### src/design/pcs_map.svh
`ifndef PCS_MAP_SVH
`define PCS_MAP_SVH

// register indices; the byte address on the bus is four times the index
`define PCS_IDX_FLAGS_CTX      12'hfe4
`define PCS_IDX_WORK_CTX       12'hfe5
`define PCS_IDX_BANK_CTX       12'hfe6
`define PCS_IDX_PCLATCH_CTX    12'hfe7
`define PCS_IDX_PTR0_LOW_CTX   12'hfe8
`define PCS_IDX_PTR0_HIGH_CTX  12'hfe9
`define PCS_IDX_PTR1_LOW_CTX   12'hfea
`define PCS_IDX_PTR1_HIGH_CTX  12'hfeb
`define PCS_IDX_STACK_INDEX    12'hfed
`define PCS_IDX_STACK_TOP_LOW  12'hfee
`define PCS_IDX_STACK_TOP_HIGH 12'hfef

// reset values and stack limits
`define PCS_PC_RESET           15'h0000
`define PCS_STK_EMPTY          5'h1f
`define PCS_STK_LAST           5'h0f
`define PCS_STK_WRAP_FIRST     5'h10
`define PCS_IRQ_VECTOR         15'h0004

`endif

### src/design/pcs_pkg.sv
`default_nettype none

package pcs_pkg;

	typedef enum logic [3:0] {
		PCS_CMD_NONE,
		PCS_CMD_ADVANCE,
		PCS_CMD_WRITE_LOW,
		PCS_CMD_CALL,
		PCS_CMD_CALL_W,
		PCS_CMD_BR_W,
		PCS_CMD_BR_IMM,
		PCS_CMD_IRQ,
		PCS_CMD_RETURN
	} pcs_cmd_t;

	typedef struct packed {
		pcs_cmd_t    cmd;
		logic [10:0] operand;
	} pcs_req_t;

	typedef struct packed {
		logic [6:0] pc_high_latch;
		logic [7:0] work_reg;
	} pcs_core_t;

	typedef struct packed {
		logic [2:0]  flags;
		logic [7:0]  work_reg;
		logic [4:0]  bank_sel;
		logic [6:0]  pc_high_latch;
		logic [15:0] ind_ptr0;
		logic [15:0] ind_ptr1;
	} pcs_ctx_t;

endpackage

`default_nettype wire

### src/design/pcs_core.sv
// Decided for this implementation: the Avalon-MM slave port.
`timescale 1ns/1ps
`default_nettype none

`include "pcs_map.svh"

// What this block does
// RULE_01: fifteen-bit counter, low byte writable, upper from latch
// RULE_02: every reset clears the whole counter
// RULE_03: low byte write loads upper latch together
// RULE_04: call loads eleven operand bits, latch bits above
// RULE_05: indirect call loads work register plus latch
// RULE_06: work-register branch adds one plus unsigned value
// RULE_07: immediate branch adds one plus signed operand
// RULE_08: sixteen fifteen-bit stack entries, own storage
// RULE_09: calls and interrupt vectoring push the counter
// RULE_10: all three returns pop into the counter; the code decodes only PCS_CMD_RETURN
// RULE_11: pushes and pops never touch the latch
// RULE_12: fault reset off: stack wraps circularly
// RULE_13: overflow and underflow flags always set
// RULE_14: fault reset on: reset and flag on fault
// RULE_15: index selects entry seen through top pair
// RULE_16: index is five bits for fault detection
// RULE_17: push increments then stores; pop loads then decrements
// RULE_18: index always names the last used entry
// RULE_19: context copies mapped readable and writable
// RULE_20: power-on reset leaves index at empty value
module pcs_core #(
	parameter logic [14:0] IRQ_VECTOR = `PCS_IRQ_VECTOR
) (
	input  wire logic                ref_clk,
	input  wire logic                rst_n,
	input  wire logic                soft_rst,
	input  wire logic                stack_fault_reset_cfg,
	input  wire pcs_pkg::pcs_req_t   req,
	input  wire pcs_pkg::pcs_core_t  core,
	input  wire logic                ctx_save,
	input  wire pcs_pkg::pcs_ctx_t   ctx_in,
	input  wire logic                over_flag_clr,
	input  wire logic                under_flag_clr,
	input  wire logic [13:0]         avs_address,
	input  wire logic                avs_read,
	input  wire logic                avs_write,
	input  wire logic [31:0]         avs_writedata,
	input  wire logic [3:0]          avs_byteenable,
	output logic [31:0]              avs_readdata,
	output logic                     avs_waitrequest,
	output var logic [14:0]          pc_q,
	output var logic [4:0]           stack_index_q,
	output var logic                 stack_over_flag_q,
	output var logic                 stack_under_flag_q,
	output var logic                 stack_fault_rst_q,
	output var pcs_pkg::pcs_ctx_t    ctx_shadow_q
);
	import pcs_pkg::*;

	// no reset on the entries: they read unknown until pushed, as real stacks do
	logic [14:0] stack_mem [16]; // [RULE_08]

	logic        push_w;
	logic        pop_w;
	logic        ovf_w;
	logic        unf_w;
	logic        fault_w;
	logic [14:0] pc_inc_w;
	logic [14:0] brw_w;
	logic [14:0] bra_w;
	logic [14:0] top_w;
	logic [3:0]  push_slot_w;

	logic        wait_q;
	logic [31:0] rd_data_q;
	logic        bus_req_w;
	logic        take_w;
	logic        wr_w;
	logic        aligned_w;
	logic [11:0] reg_idx_w;
	logic [7:0]  wr_byte_w;
	logic [7:0]  rd_byte_w;

	assign avs_readdata    = rd_data_q;
	assign avs_waitrequest = wait_q;

	always_comb
	begin
		push_w      = (req.cmd == PCS_CMD_CALL) || (req.cmd == PCS_CMD_CALL_W)
			|| (req.cmd == PCS_CMD_IRQ); // [RULE_09]
		pop_w       = (req.cmd == PCS_CMD_RETURN); // [RULE_10]
		ovf_w       = push_w && (stack_index_q == `PCS_STK_LAST); // [RULE_16]
		unf_w       = pop_w && (stack_index_q == `PCS_STK_EMPTY); // [RULE_16]
		fault_w     = stack_fault_reset_cfg && (ovf_w || unf_w) && !soft_rst; // [RULE_14]
		pc_inc_w    = pc_q + 15'h0001;
		brw_w       = pc_q + 15'h0001 + {7'h00, core.work_reg}; // [RULE_06]
		bra_w       = pc_q + 15'h0001 + {{6{req.operand[8]}}, req.operand[8:0]}; // [RULE_07]
		top_w       = stack_mem[stack_index_q[3:0]]; // [RULE_15]
		push_slot_w = stack_index_q[3:0] + 4'h1; // [RULE_12]
	end

	// bus: waitrequest drops one cycle after the request; a read is captured on that edge, a write lands on the next
	always_comb
	begin
		bus_req_w = avs_read || avs_write;
		take_w    = bus_req_w && !wait_q;
		aligned_w = (avs_address[1:0] == 2'b00);
		reg_idx_w = avs_address[13:2];
		wr_w      = avs_write && take_w && avs_byteenable[0] && aligned_w;
		wr_byte_w = avs_writedata[7:0];
	end

	always_comb
	begin
		rd_byte_w = 8'h00;
		if (!aligned_w)
			rd_byte_w = 8'h00;
		else if (reg_idx_w == `PCS_IDX_FLAGS_CTX)
			rd_byte_w = {5'h00, ctx_shadow_q.flags}; // [RULE_19]
		else if (reg_idx_w == `PCS_IDX_WORK_CTX)
			rd_byte_w = ctx_shadow_q.work_reg;
		else if (reg_idx_w == `PCS_IDX_BANK_CTX)
			rd_byte_w = {3'h0, ctx_shadow_q.bank_sel};
		else if (reg_idx_w == `PCS_IDX_PCLATCH_CTX)
			rd_byte_w = {1'b0, ctx_shadow_q.pc_high_latch};
		else if (reg_idx_w == `PCS_IDX_PTR0_LOW_CTX)
			rd_byte_w = ctx_shadow_q.ind_ptr0[7:0];
		else if (reg_idx_w == `PCS_IDX_PTR0_HIGH_CTX)
			rd_byte_w = ctx_shadow_q.ind_ptr0[15:8];
		else if (reg_idx_w == `PCS_IDX_PTR1_LOW_CTX)
			rd_byte_w = ctx_shadow_q.ind_ptr1[7:0];
		else if (reg_idx_w == `PCS_IDX_PTR1_HIGH_CTX)
			rd_byte_w = ctx_shadow_q.ind_ptr1[15:8];
		else if (reg_idx_w == `PCS_IDX_STACK_INDEX)
			rd_byte_w = {3'h0, stack_index_q}; // [RULE_18]
		else if (reg_idx_w == `PCS_IDX_STACK_TOP_LOW)
			rd_byte_w = top_w[7:0]; // [RULE_15]
		else if (reg_idx_w == `PCS_IDX_STACK_TOP_HIGH)
			rd_byte_w = {1'b0, top_w[14:8]}; // [RULE_15]
		else
			rd_byte_w = 8'h00;
	end

	always_ff @(posedge ref_clk or negedge rst_n)
	begin
		if (!rst_n)
			wait_q <= 1'b1;
		else if (take_w)
			wait_q <= 1'b1;
		else if (bus_req_w)
			wait_q <= 1'b0;
	end

	// read data is captured on the edge that drops waitrequest and held
	always_ff @(posedge ref_clk or negedge rst_n)
	begin
		if (!rst_n)
			rd_data_q <= 32'h00000000;
		else if (bus_req_w && wait_q)
			rd_data_q <= {24'h000000, rd_byte_w};
	end

	// program counter
	always_ff @(posedge ref_clk or negedge rst_n)
	begin
		if (!rst_n)
			pc_q <= `PCS_PC_RESET; // [RULE_02]
		else if (soft_rst || fault_w)
			pc_q <= `PCS_PC_RESET; // [RULE_02] [RULE_14]
		else
		begin
			case (req.cmd)
				PCS_CMD_ADVANCE:
					pc_q <= pc_inc_w;
				PCS_CMD_WRITE_LOW:
					pc_q <= {core.pc_high_latch, req.operand[7:0]}; // [RULE_01] [RULE_03]
				PCS_CMD_CALL:
					pc_q <= {core.pc_high_latch[6:3], req.operand}; // [RULE_04]
				PCS_CMD_CALL_W:
					pc_q <= {core.pc_high_latch, core.work_reg}; // [RULE_05]
				PCS_CMD_BR_W:
					pc_q <= brw_w; // [RULE_06]
				PCS_CMD_BR_IMM:
					pc_q <= bra_w; // [RULE_07]
				PCS_CMD_IRQ:
					pc_q <= IRQ_VECTOR; // [RULE_09]
				PCS_CMD_RETURN:
					pc_q <= top_w; // [RULE_10] [RULE_17]
				default:
					pc_q <= pc_q;
			endcase
		end
	end

	// stack index; core traffic wins over a software write in the same cycle
	always_ff @(posedge ref_clk or negedge rst_n)
	begin
		if (!rst_n)
			stack_index_q <= `PCS_STK_EMPTY; // [RULE_20]
		else if (soft_rst || fault_w)
			stack_index_q <= `PCS_STK_EMPTY; // [RULE_14]
		else if (push_w)
			stack_index_q <= stack_index_q + 5'h01; // [RULE_17] [RULE_12]
		else if (pop_w)
			stack_index_q <= stack_index_q - 5'h01; // [RULE_17] [RULE_18]
		else if (wr_w && reg_idx_w == `PCS_IDX_STACK_INDEX)
			stack_index_q <= wr_byte_w[4:0]; // [RULE_15] [RULE_16]
	end

	// entries; the latch input is only read here, never written back
	always_ff @(posedge ref_clk)
	begin
		if (push_w && !fault_w && !soft_rst)
			stack_mem[push_slot_w] <= pc_q; // [RULE_17] [RULE_12] [RULE_11]
		else if (wr_w && reg_idx_w == `PCS_IDX_STACK_TOP_LOW)
			stack_mem[stack_index_q[3:0]][7:0] <= wr_byte_w; // [RULE_15]
		else if (wr_w && reg_idx_w == `PCS_IDX_STACK_TOP_HIGH)
			stack_mem[stack_index_q[3:0]][14:8] <= wr_byte_w[6:0]; // [RULE_15]
	end

	// flags survive the fault reset so software can see the cause; set beats clear
	always_ff @(posedge ref_clk or negedge rst_n)
	begin
		if (!rst_n)
			stack_over_flag_q <= 1'b0;
		else if (ovf_w && !soft_rst)
			stack_over_flag_q <= 1'b1; // [RULE_13]
		else if (over_flag_clr)
			stack_over_flag_q <= 1'b0;
	end

	always_ff @(posedge ref_clk or negedge rst_n)
	begin
		if (!rst_n)
			stack_under_flag_q <= 1'b0;
		else if (unf_w && !soft_rst)
			stack_under_flag_q <= 1'b1; // [RULE_13]
		else if (under_flag_clr)
			stack_under_flag_q <= 1'b0;
	end

	always_ff @(posedge ref_clk or negedge rst_n)
	begin
		if (!rst_n)
			stack_fault_rst_q <= 1'b0;
		else
			stack_fault_rst_q <= fault_w; // [RULE_14]
	end

	// context copies; a hardware save wins over a software write
	always_ff @(posedge ref_clk or negedge rst_n)
	begin
		if (!rst_n)
			ctx_shadow_q <= '0;
		else if (ctx_save)
			ctx_shadow_q <= ctx_in; // [RULE_19]
		else if (wr_w)
		begin
			if (reg_idx_w == `PCS_IDX_FLAGS_CTX)
				ctx_shadow_q.flags <= wr_byte_w[2:0]; // [RULE_19]
			else if (reg_idx_w == `PCS_IDX_WORK_CTX)
				ctx_shadow_q.work_reg <= wr_byte_w;
			else if (reg_idx_w == `PCS_IDX_BANK_CTX)
				ctx_shadow_q.bank_sel <= wr_byte_w[4:0];
			else if (reg_idx_w == `PCS_IDX_PCLATCH_CTX)
				ctx_shadow_q.pc_high_latch <= wr_byte_w[6:0];
			else if (reg_idx_w == `PCS_IDX_PTR0_LOW_CTX)
				ctx_shadow_q.ind_ptr0[7:0] <= wr_byte_w;
			else if (reg_idx_w == `PCS_IDX_PTR0_HIGH_CTX)
				ctx_shadow_q.ind_ptr0[15:8] <= wr_byte_w;
			else if (reg_idx_w == `PCS_IDX_PTR1_LOW_CTX)
				ctx_shadow_q.ind_ptr1[7:0] <= wr_byte_w;
			else if (reg_idx_w == `PCS_IDX_PTR1_HIGH_CTX)
				ctx_shadow_q.ind_ptr1[15:8] <= wr_byte_w;
		end
	end
endmodule // pcs_core

`default_nettype wire

### config.mk
export PLATFORM = sky130hd
export DESIGN_NAME = pcs_core
export DESIGN_NICKNAME = d
export VERILOG_FILES = /design/src/design/pcs_pkg.sv /design/src/design/pcs_core.sv
export VERILOG_INCLUDE_DIRS = /design/src /design/src/design
export SDC_FILE = /design/constraint.sdc
export NUM_CORES = 1
export LEC_CHECK = 0
export ABC_CLOCK_PERIOD_IN_PS = 3250
export BUFFER_PORTS_ARGS = -buffer_cell sky130_fd_sc_hd__buf_2
export CAP_MARGIN = 10
export CORE_MARGIN = 2
export CORE_UTILIZATION = 45
export CTS_BUF_LIST = sky130_fd_sc_hd__clkbuf_2
export CTS_CLUSTER_DIAMETER = 80
export DETAILED_ROUTE_END_ITERATION = 10
export HOLD_SLACK_MARGIN = 0.05
export PLACE_DENSITY = 0.68
export SYNTH_ARGS = -nofsm -noshare
export SYNTH_HDL_FRONTEND = slang
export SYNTH_SLANG_ARGS = --single-unit
### constraint.sdc
create_clock -name ref_clk -period 3.25 [get_ports ref_clk]
set_input_delay 0.325 -clock ref_clk [delete_from_list [all_inputs] [get_ports ref_clk]]
set_output_delay 0.325 -clock ref_clk [all_outputs]
set_load 0.02 [all_outputs]
Word level (Yosys, flattened, before mapping)

Memory sizes are Yosys's and may differ from the RTL's.
Cells that the tools add are included.

$add $sub $neg: 6
Multiply operators: 0
Divide/modulo/power cells: 0
$lt $le $gt $ge: 0
Eq/ne operators: 28
Shift operators: 0
Multiplexer cells: 54
Bitwise gates (word level): 0
Reduce and logical (&&, ||, !) cells: 48

Operators with widths:

| kind                                                             | number |
|---|---|
| 8-bit two-way mux                                                | 18 |
| 12-bit == test (second input constant)                           | 11 |
| 15-bit one-hot mux with 8 select lines                           | 1 |
| 55-bit two-way mux                                               | 2 |
| 52-bit two-way mux                                               | 1 |
| 44-bit two-way mux                                               | 1 |
| 39-bit two-way mux                                               | 1 |
| 16-bit two-way mux                                               | 2 |
| 32-bit two-way mux                                               | 1 |
| 15-bit two-way mux                                               | 2 |
| 5-bit two-way mux                                                | 5 |
| 2-bit nonzero test                                               | 12 |
| 4-bit by 3-bit == test with 1-bit output (second input constant) | 4 |
| 1-bit logical AND                                                | 16 |
| 15-bit by 1-bit adder with 15-bit output (second input constant) | 1 |
| 15-bit adder                                                     | 1 |
| 15-bit by 8-bit adder with 15-bit output                         | 1 |
| 1-bit two-way mux                                                | 15 |
| 15-bit OR reduction                                              | 1 |
| 7-bit two-way mux                                                | 2 |
| 2-bit inequality test (second input constant)                    | 7 |
| 9-bit AND reduction                                              | 1 |
| 9-bit nonzero test                                               | 1 |
| 4-bit by 2-bit == test with 1-bit output (second input constant) | 2 |
| other kinds (21)                                                 | 27 |

Bits in registers: 87
Bits in latches: 0
Bits in writable memories: 240
ROM bits: 0
Output and inout bits: 111
Word-level logic and storage cells: 152
Memories kept: 1

Memory list:

| memory    | words | width | rd ports | clocked after memory_dff | wr ports | RTL line       | source |
|---|---|---|---|---|---|---|---|
| stack_mem | 16    | 15    | 1        | 0                        | 1        | pcs_core.sv:58 | `logic [14:0] stack_mem [16];` |

Logic depth before layout (Yosys ltp)

Gate-level depths: netlist of the first run.

Depth after elaboration: 14
Depth in mapped cells: 13

Worst setup path after synthesis of the first run

No wires, ideal clock.

Kind: input-to-reg
Start point: input req[13] (netlist bit)
End point: register pc_q[14]
Setup time: 130 ps
Arrival time: 3563 ps
Required time: 3120 ps
Path slack: -443 ps
Cell stages on the path: 13
Buffers on the path: 2
Cells stage by stage: clkbuf_1 > nor2b_1 > and3_1 > clkbuf_1 > mux2_2 > ha_1 > fa_1 > a211oi_1 > o21ai_0 > a221oi_1 > a32oi_1 > xnor2_1 > o21ai_0

Cells in the longest elaborated chain, start to end: 9

Ends and longest elaborated chain:

| item                                                                                                        | RTL line                        | source |
|---|---|---|
| start: declaration                                                                                          | pcs_core.sv:35                  | `input wire pcs_pkg::pcs_req_t req,` |
| 4-bit by 2-bit == test with 1-bit output / 4-bit by 3-bit == test with 1-bit output (equally long branches) | pcs_core.sv:86, pcs_core.sv:169 |  |
| 1-bit logical OR                                                                                            | pcs_core.sv:86                  | `push_w = (req.cmd == PCS_CMD_CALL) \|\| (req.cmd == PCS_CMD_CALL_W)` |
| 1-bit logical OR                                                                                            | pcs_core.sv:87                  | `\|\| (req.cmd == PCS_CMD_IRQ);` |
| 1-bit logical AND                                                                                           | pcs_core.sv:89                  | `` ovf_w = push_w && (stack_index_q == `PCS_STK_LAST); `` |
| 1-bit logical OR                                                                                            | pcs_core.sv:91                  | `fault_w = stack_fault_reset_cfg && (ovf_w \|\| unf_w) && !soft_rst;` |
| 1-bit logical AND (2 in series)                                                                             | pcs_core.sv:91                  |  |
| 1-bit logical OR                                                                                            | pcs_core.sv:165                 | `else if (soft_rst \|\| fault_w)` |
| 9-bit nonzero test (no line) / 15-bit two-way mux (equally long branches)                                   | n/a                             |  |
| end signal: assignment                                                                                      | pcs_core.sv:164                 | `` pc_q <= `PCS_PC_RESET; `` |
| end signal: assignment                                                                                      | pcs_core.sv:166                 | `` pc_q <= `PCS_PC_RESET; `` |
| end signal: assignment                                                                                      | pcs_core.sv:171                 | `pc_q <= pc_inc_w;` |
| end: declaration                                                                                            | pcs_core.sv:48                  | `output var logic [14:0] pc_q,` |

Parallel ways exist; a longest one is shown, timed or not.
A chain may end at the register's enable or synchronous reset.

Final worst setup path of the first run

Start point: input avs_address[11]
End point: register rd_data_q[4] (netlist: avs_readdata[4])

Cells in the longest elaborated chain, start to end: 13

Ends and longest elaborated chain:

| item                     | RTL line        | source |
|---|---|---|
| start: declaration       | pcs_core.sv:41  | `input wire logic [13:0] avs_address,` |
| 12-bit == test (no line) | n/a             |  |
| 7-bit two-way mux        | pcs_core.sv:135 | `` else if (reg_idx_w == `PCS_IDX_STACK_TOP_HIGH) `` |
| 8-bit two-way mux        | pcs_core.sv:133 | `` else if (reg_idx_w == `PCS_IDX_STACK_TOP_LOW) `` |
| 8-bit two-way mux        | pcs_core.sv:131 | `` else if (reg_idx_w == `PCS_IDX_STACK_INDEX) `` |
| 8-bit two-way mux        | pcs_core.sv:129 | `` else if (reg_idx_w == `PCS_IDX_PTR1_HIGH_CTX) `` |
| 8-bit two-way mux        | pcs_core.sv:127 | `` else if (reg_idx_w == `PCS_IDX_PTR1_LOW_CTX) `` |
| 8-bit two-way mux        | pcs_core.sv:125 | `` else if (reg_idx_w == `PCS_IDX_PTR0_HIGH_CTX) `` |
| 8-bit two-way mux        | pcs_core.sv:123 | `` else if (reg_idx_w == `PCS_IDX_PTR0_LOW_CTX) `` |
| 8-bit two-way mux        | pcs_core.sv:121 | `` else if (reg_idx_w == `PCS_IDX_PCLATCH_CTX) `` |
| 8-bit two-way mux        | pcs_core.sv:119 | `` else if (reg_idx_w == `PCS_IDX_BANK_CTX) `` |
| 8-bit two-way mux        | pcs_core.sv:117 | `` else if (reg_idx_w == `PCS_IDX_WORK_CTX) `` |
| 8-bit two-way mux (*)    | pcs_core.sv:115 | `` else if (reg_idx_w == `PCS_IDX_FLAGS_CTX) `` |
| 8-bit two-way mux (*)    | pcs_core.sv:113 | `if (!aligned_w)` |
| end signal: assignment   | pcs_core.sv:157 | `rd_data_q <= {24'h000000, rd_byte_w};` |
| end: declaration         | pcs_core.sv:72  | `logic [31:0] rd_data_q;` |

Mark *: on every way between the ends. The rest lies on a longest branch, timed or not.

==> results.json, run 1 <==
{
  "min_path_cells": 6,
  "place_inst": 2028,
  "yosys-top-cells-area": "edfxtp_1, dfrtp_1, mux4_2",
  "grt_max_degree": 73,
  "cts_tree": "done",
  "clock-sinks": 327,
  "numPortBuffers": 203,
  "drtPass1Iterations": 10,
  "crit_fanout": 6,
  "synth.avg_cell_area_um2": 12.38,
  "fin_crit_ps": 3181,
  "fmax_mhz": 314.3,
  "worstReg2RegStart": "stack_index_q[0]$_DFFE_PN1P_",
  "crit_type": "input port to flop",
  "place_hpwl_um": 36730,
  "coreArea_um2": 36350,
  "cts_made_buffers": 84,
  "synth_edf_count": 240,
  "vias_per_cell": 5.945,
  "drt-total-wl_um": 55280,
  "cp_data_arrival_time_ps": 4070,
  "synth_top_family_by_area": "compound AO/OA/AOI/OAI gates",
  "die_y_um": 195.6,
  "hold_path_end": "stack_index_q[1]$_DFFE_PN1P_",
  "antenna_found_initial": 2,
  "p_clk_share_pct": 26.9,
  "overflow": 0,
  "clk_pin_slew_ps": 120,
  "synth.mux.area_fraction_pct": 12.54,
  "seqPwrFrac_pct": 47.1,
  "start_util_pct": 45.44,
  "slew-limit-headroom_pct": 21.94,
  "rsz0062_at_grt": "false",
  "grt_pass1_wl_um": 82370,
  "finalSetupTns_ps": 0,
  "start_kind": "input port",
  "placed_area_um2": 18610,
  "r2r_slack_ps": 80,
  "hold_viol_final": 0,
  "synth_cell_types": 81,
  "grt_pass1_vias": 14020,
  "crit_start": "avs_address[11]",
  "num_io_pins": 255,
  "yosys.area_share.simple_pct": 9.567,
  "cp-end-kind": "flop",
  "rows": 70,
  "worstReg2RegEnd": "pc_q[1]$_DFFE_PN0P_",
  "synthAdderAreaFrac_pct": 1.560,
  "worst_pin_slew_ps": 1167,
  "async_flop_share_pct": 26.61,
  "slew_violations": 0,
  "instances_no_fill": 2367,
  "maxCapViolCount": 0,
  "clk_path_buf_depth": 3,
  "total_leakage_power_nw": 8.549,
  "synth_xor_area_share_pct": 1.485,
  "syn_area_um2": 16520,
  "power_per_cell_area_nw_per_um2": 482.2,
  "gp_congestion": 0.9315,
  "nets": 2002,
  "ys_seq_area_share_pct": 56.86,
  "final-setup-viol-count": 0,
  "drc": 0,
  "die-area_um2": 38250,
  "switching_share_pct": 33.73,
  "internal_power_w": 0.006840,
  "clk_latency_ps": 990,
  "syn_to_final_growth_pct": 29.57,
  "yosysTopAreaCellShare_pct": 43.63,
  "num_vias": 14070,
  "total_power_w": 0.01032,
  "worstHoldPathType": "input port to flop",
  "synth-compound-area-share_pct": 14.09,
  "chipWidth_um": 195.6,
  "final_antenna_net_count": 0,
  "utilization_pct": 58.88,
  "reg2regPathDepth": 9,
  "ys_ff_latch": 327,
  "htreeDepth": 3,
  "drive_above_1_share_pct": 30.10,
  "power_frac_comb_pct": 26.0,
  "required_ps": 4130,
  "peakVddDrop_uv": 192.2,
  "cts-root-buf": "clkbuf_2",
  "finalInstanceArea_um2": 21400,
  "fin_worst_skew_ps": 124.5,
  "status": "complete, no violations",
  "min_from": "req[12]",
  "synth_warnings": 0,
  "track_usage_pct": 28.38,
  "fin_crit_sh_pct": 97.89,
  "synth_area_leader_cell": "edfxtp_1",
  "synth-main-ff-cell": "edfxtp_1",
  "synthCells": 1334,
  "routedWlPerCell_um": 23.35,
  "power_switching_w": 0.003481,
  "drt_iter0_markers": 1389
}
==> timing repair <==
action,in CTS,in global routing
hold buffers,184,0
endpoints found under the hold margin,156,0
pin swaps,0,2
setup endpoints to repair,7,57
setup buffers,0,6
cloned,0,2
resized for setup,2,22
==> Yosys cell counts (all sizes together) (9+ instances only) <==
cell type and instances:
nor2b 11, mux2i 70, dfrtp 81, a221oi 15
nand2 156, nand3 24, edfxtp 240, a21o 10
o21ai 95, nor3 20, mux4 56, nor2 65
xnor2 20, nand4 9, o211ai 11, a31oi 16
a22o 15, mux2 9, inv 25, buf 49
o22ai 12, clkbuf 58, a22oi 24, a2bb2oi 9
ha 19, a21oi 81
==> worst max-delay path: stages <==
cell and delay [ps]:
buf_2 170, nand4_1 300, buf_4 280, nor4_1 350, dlygate4sd3_1 640, or4b_2 580, dlygate4sd3_1 580, a21boi_0 210
dlygate4sd3_1 590, nor2_1 50
==> worst max-delay path by stage <==
stage | endpoint | slack [ps] | depth (start not counted)
2_1_floorplan | stack_mem[0][0]$_DFFE_PP_ | -110 | 12
3_3_place_gp | pc_q[12]$_DFFE_PN0P_ | 90 | 13
3_5_place_dp | stack_mem[5][0]$_DFFE_PP_ | -8 | 8
4_1_cts | pc_q[0]$_DFFE_PN0P_ | 30 | 9
5_1_grt | pc_q[1]$_DFFE_PN0P_ | 0.6 | 9
6_report | avs_readdata[4]$_DFFE_PN0P_ | 70 | 10
==> power by group through the flow <==
stage	logic (W)	registers (W)	clock network, W
floorplan	0.00131	0.00502	0
global placement	0.00228	0.00494	0
detailed placement	0.00231	0.00494	0
CTS	0.00255	0.00485	0.00283
finish	0.00268	0.00486	0.00278
global route	0.00284	0.00487	0.00304
==> final cells by class <==
class / count / area, um^2
Clock inverter: 28 / 146.4
Multi-Input combinational cell: 898 / 6720
Tap cell: 468 / 585.6
Antenna cell: 2 / 5.005
Fill cell: 2848 / 14950
Sequential cell: 327 / 9397
Inverter: 25 / 93.84
Timing Repair Buffer: 502 / 3869
Clock buffer: 117 / 585.6
==> through the flow <==
step / worst slack [ps] / hold slack, ps
after floorplan: -108.1 / 29.41
after global placement: 90.01 / 450.5
after detailed placement: -7.516 / 452.2
after CTS: 30.62 / 52.77
after global routing: 0.6000 / 138.9
final: 68.61 / 103.8
==> registers in the layout, summed over array words and instances, names as in the netlist <==
name and count:
stack_mem 240, ctx_shadow_q 55, pc_q 15, avs_readdata 8
stack_index_q 5, avs_waitrequest 1, stack_fault_rst_q 1, stack_over_flag_q 1
stack_under_flag_q 1
==> per-layer routing <==
layer	GRT usage [%]	vias up	share of wire [%]
li1	-	6157	-
met1	36.74	6867	39
met2	44.62	883	47
met3	5.959	165	8.9
met4	16.28	0	5.1
met5	0	-	0
==> cells in the final DEF (no fill, tap or decap), types with 11 or more instances in the layout <==
cell,n
a21oi_1,69
a221oi_1,13
a22o_1,15
a22oi_1,24
a31oi_1,16
buf_2,202
buf_4,106
clkbuf_2,117
clkinv_1,20
conb_1,24
dfrtp_1,80
dlygate4sd3_1,183
edfxtp_1,240
ha_1,19
inv_1,24
mux2i_1,68
mux4_2,56
nand2_1,153
nand3_1,23
nor2_1,55
nor3_1,18
o211ai_1,11
o21ai_0,89
o22ai_1,12
xnor2_1,20
==> kinds of logic after synthesis <==
family / after synthesis
flip-flops: 327
buffers and inverters: 132
other: 1
adder cells (fa/ha/maj): 20
AO/OA/AOI/OAI: 354
AND/OR/NAND/NOR: 337
multiplexers: 135
XOR/XNOR: 28
Power figures use the tool's default switching activity.
==> run 2, diff against run 1 <==
MAX_ROUTING_LAYER = met4   (was not set)
==> run 2 against run 1 <==
Net effect: die area unchanged; sequential share of layout area decreased by 0.062 points; wire length increased by 0.69%; flip-flop and latch count unchanged; combinational power about the same; critical path depth decreased by 3; utilization increased by 0.076 points; first-iteration DRC count increased by 2.0%; worst hold slack improved by 12 ps; clock power increased by 3%; fmax decreased by 1.1%; power increased by 0.37%; largest cell class unchanged.
==> results.json, run 2 (synthesis gave the netlist of run 1 again) <==
{
  "crit_fanout": 19,
  "cts_made_buffers": 83,
  "start_util_pct": 45.44,
  "status": "complete, no violations",
  "worstReg2RegStart": "stack_index_q[0]$_DFFE_PN1P_",
  "cp_cell_sequence": "buf_4 -> buf_16 -> mux4_2 -> mux4_2 -> o22ai_1 -> dlygate4sd3_1 -> a21oi_1",
  "clock-sinks": 327,
  "slew-limit-headroom_pct": 55.05,
  "die_y_um": 195.6,
  "start_kind": "flop",
  "drive_above_1_share_pct": 30.27,
  "rsz0062_at_grt": "true",
  "track_usage_pct": 29.59,
  "worstReg2RegEnd": "pc_q[4]$_DFFE_PN0P_",
  "die-area_um2": 38250,
  "drtPass1Iterations": 5,
  "htreeDepth": 3,
  "drc": 0,
  "met2_usage_pct": 45.16,
  "cp-end-kind": "flop",
  "cp_data_arrival_time_ps": 4030,
  "multi_input_area_um2": 6724,
  "seq_area_um2": 9395,
  "slew_violations": 0,
  "final-setup-viol-count": 0,
  "fin_worst_skew_ps": 125.2,
  "cpMaxStageDelayCell": "dfstp_4",
  "numPortBuffers": 203,
  "peakVddDrop_uv": 216.1,
  "largestRegisters": "stack_mem x240, ctx_shadow_q x55, pc_q x15",
  "fill_cells": 2832,
  "fin_crit_sh_pct": 99.00,
  "utilization_pct": 58.96,
  "hold_path_end": "avs_readdata[0]$_DFFE_PN0P_",
  "overflow": 0,
  "drt-total-wl_um": 55660,
  "rows": 70,
  "grt_pass1_wl_um": 82720,
  "min_from": "avs_address[0]",
  "internal_power_w": 0.006900,
  "coreArea_um2": 36350,
  "worstHoldPathType": "input port to flop",
  "grt_max_degree": 67,
  "final_common_cell": "edfxtp_1",
  "final_antenna_net_count": 0,
  "fin_crit_ps": 3217,
  "clk_latency_ps": 950,
  "fmax_mhz": 310.8,
  "cts-root-buf": "clkbuf_2",
  "total_leakage_power_nw": 8.571,
  "switching_share_pct": 33.39,
  "grt_pass1_vias": 13930,
  "use_met3_pct": 6.287,
  "seqPwrFrac_pct": 46.9,
  "antenna_found_initial": 1,
  "crit_start": "stack_index_q[0]$_DFFE_PN1P_",
  "place_hpwl_um": 36840,
  "gr-max-usage-layer": "met2",
  "nets": 2006,
  "r2r_slack_ps": 30,
  "fin_hold_ws_ps": 115.3,
  "crit_path_max_incr_delay_ps": 630,
  "min_path_cells": 5,
  "vias_per_cell": 5.979,
  "cts_tree": "done",
  "registers.top_by_ff_count": "stack_mem",
  "path_common_cell": "mux4_2",
  "use_met1_pct": 37.64,
  "drt_iter0_markers": 1417,
  "worst_pin_slew_ps": 673.5,
  "syn_to_final_growth_pct": 29.74,
  "p_clk_share_pct": 27.5,
  "num_io_pins": 255,
  "crit_type": "flop to flop",
  "clk_path_buf_depth": 3,
  "maxCapViolCount": 0,
  "chipWidth_um": 195.6,
  "clk_pin_slew_ps": 120,
  "required_ps": 4060,
  "final_cell_mix": "edfxtp_1, buf_2, dlygate4sd3_1",
  "power_per_cell_area_nw_per_um2": 483.4,
  "num_vias": 14180,
  "power_frac_comb_pct": 25.6,
  "hold_viol_final": 0,
  "reg2regPathDepth": 7,
  "gp_congestion": 0.9456,
  "routedWlPerCell_um": 23.47,
  "largest_reg_flops": 240,
  "power_switching_w": 0.003459
}
run 2: cell count changes in the layout (fill, tap and decap cells not counted), sizes merged:
cell / previous run / this run
clkinv: 23 / 24
diode: 2 / 1
bufinv: 0 / 1
inv: 30 / 29
clkinvlp: 0 / 1
clkbuf: 119 / 117
buf: 317 / 323
run 2: power groups by stage:
stage	logic, W	registers, W	clock network [W]
floorplan	0.00131	0.00502	0
CTS	0.00255	0.00485	0.00290
detailed placement	0.00232	0.00494	0
global placement	0.00229	0.00493	0
finish	0.00265	0.00486	0.00285
global route	0.00281	0.00487	0.00312
run 2: worst max-delay path, delay by kind of cell, from the launching register on:
| kind | cells | cell delay, ps |
|---|---|---|
| multiplexers | 2 | 1170 |
| buffers and inverters | 3 | 1010 |
| flip-flops | 1 | 630 |
| AO/OA/AOI/OAI | 2 | 280 |
run 2: timing repair:
item,4_1_cts,5_1_grt
gates resized for setup,0,15
endpoints found under the hold margin,169,0
endpoints found under the setup margin,0,44
setup buffers,0,5
hold buffers,184,0
run 2: worst max-delay path by stage:
stage | to | slack, ps | depth (start not counted)
after floorplan | stack_mem[0][0]$_DFFE_PP_ | -110 | 12
after global placement | pc_q[12]$_DFFE_PN0P_ | 100 | 13
after detailed placement | pc_q[12]$_DFFE_PN0P_ | 20 | 13
after CTS | stack_mem[11][0]$_DFFE_PP_ | 1 | 8
after global routing | pc_q[10]$_DFFE_PN0P_ | -70 | 12
final | pc_q[4]$_DFFE_PN0P_ | 30 | 7
run 2: area by class of cell:
cell class	count	share of cell area, %
clock inverters	30	0.8875
repair buffers	507	18.00
multi-input cells	898	31.38
flip-flops and latches	327	43.84
clock buffers	116	2.709
inverters	25	0.4379
well taps	468	2.733
diodes	1	0.01168
run 2: per-stage QoR:
step           setup WS, ps  power [W]  instance area (um^2)  cells  setup TNS [ps]
2_1_floorplan        -108.1   0.006329                 16700   1357           -2406
3_3_place_gp          103.0   0.007225                 18640   2034               0
3_5_place_dp          16.05   0.007255                 18640   2034               0
4_1_cts              0.9632    0.01029                 21270   2364               0
5_1_grt              -67.81    0.01080                 21430   2372          -315.3
6_report              32.65    0.01036                 21430   2372               0
run 2: routing by layer:
metal / vias to the layer above / wire (um)
met5: - / 0
met1: 6922 / 21830
met3: 189 / 5201
li1: 6168 / -
met4: 0 / 2761
met2: 903 / 25870
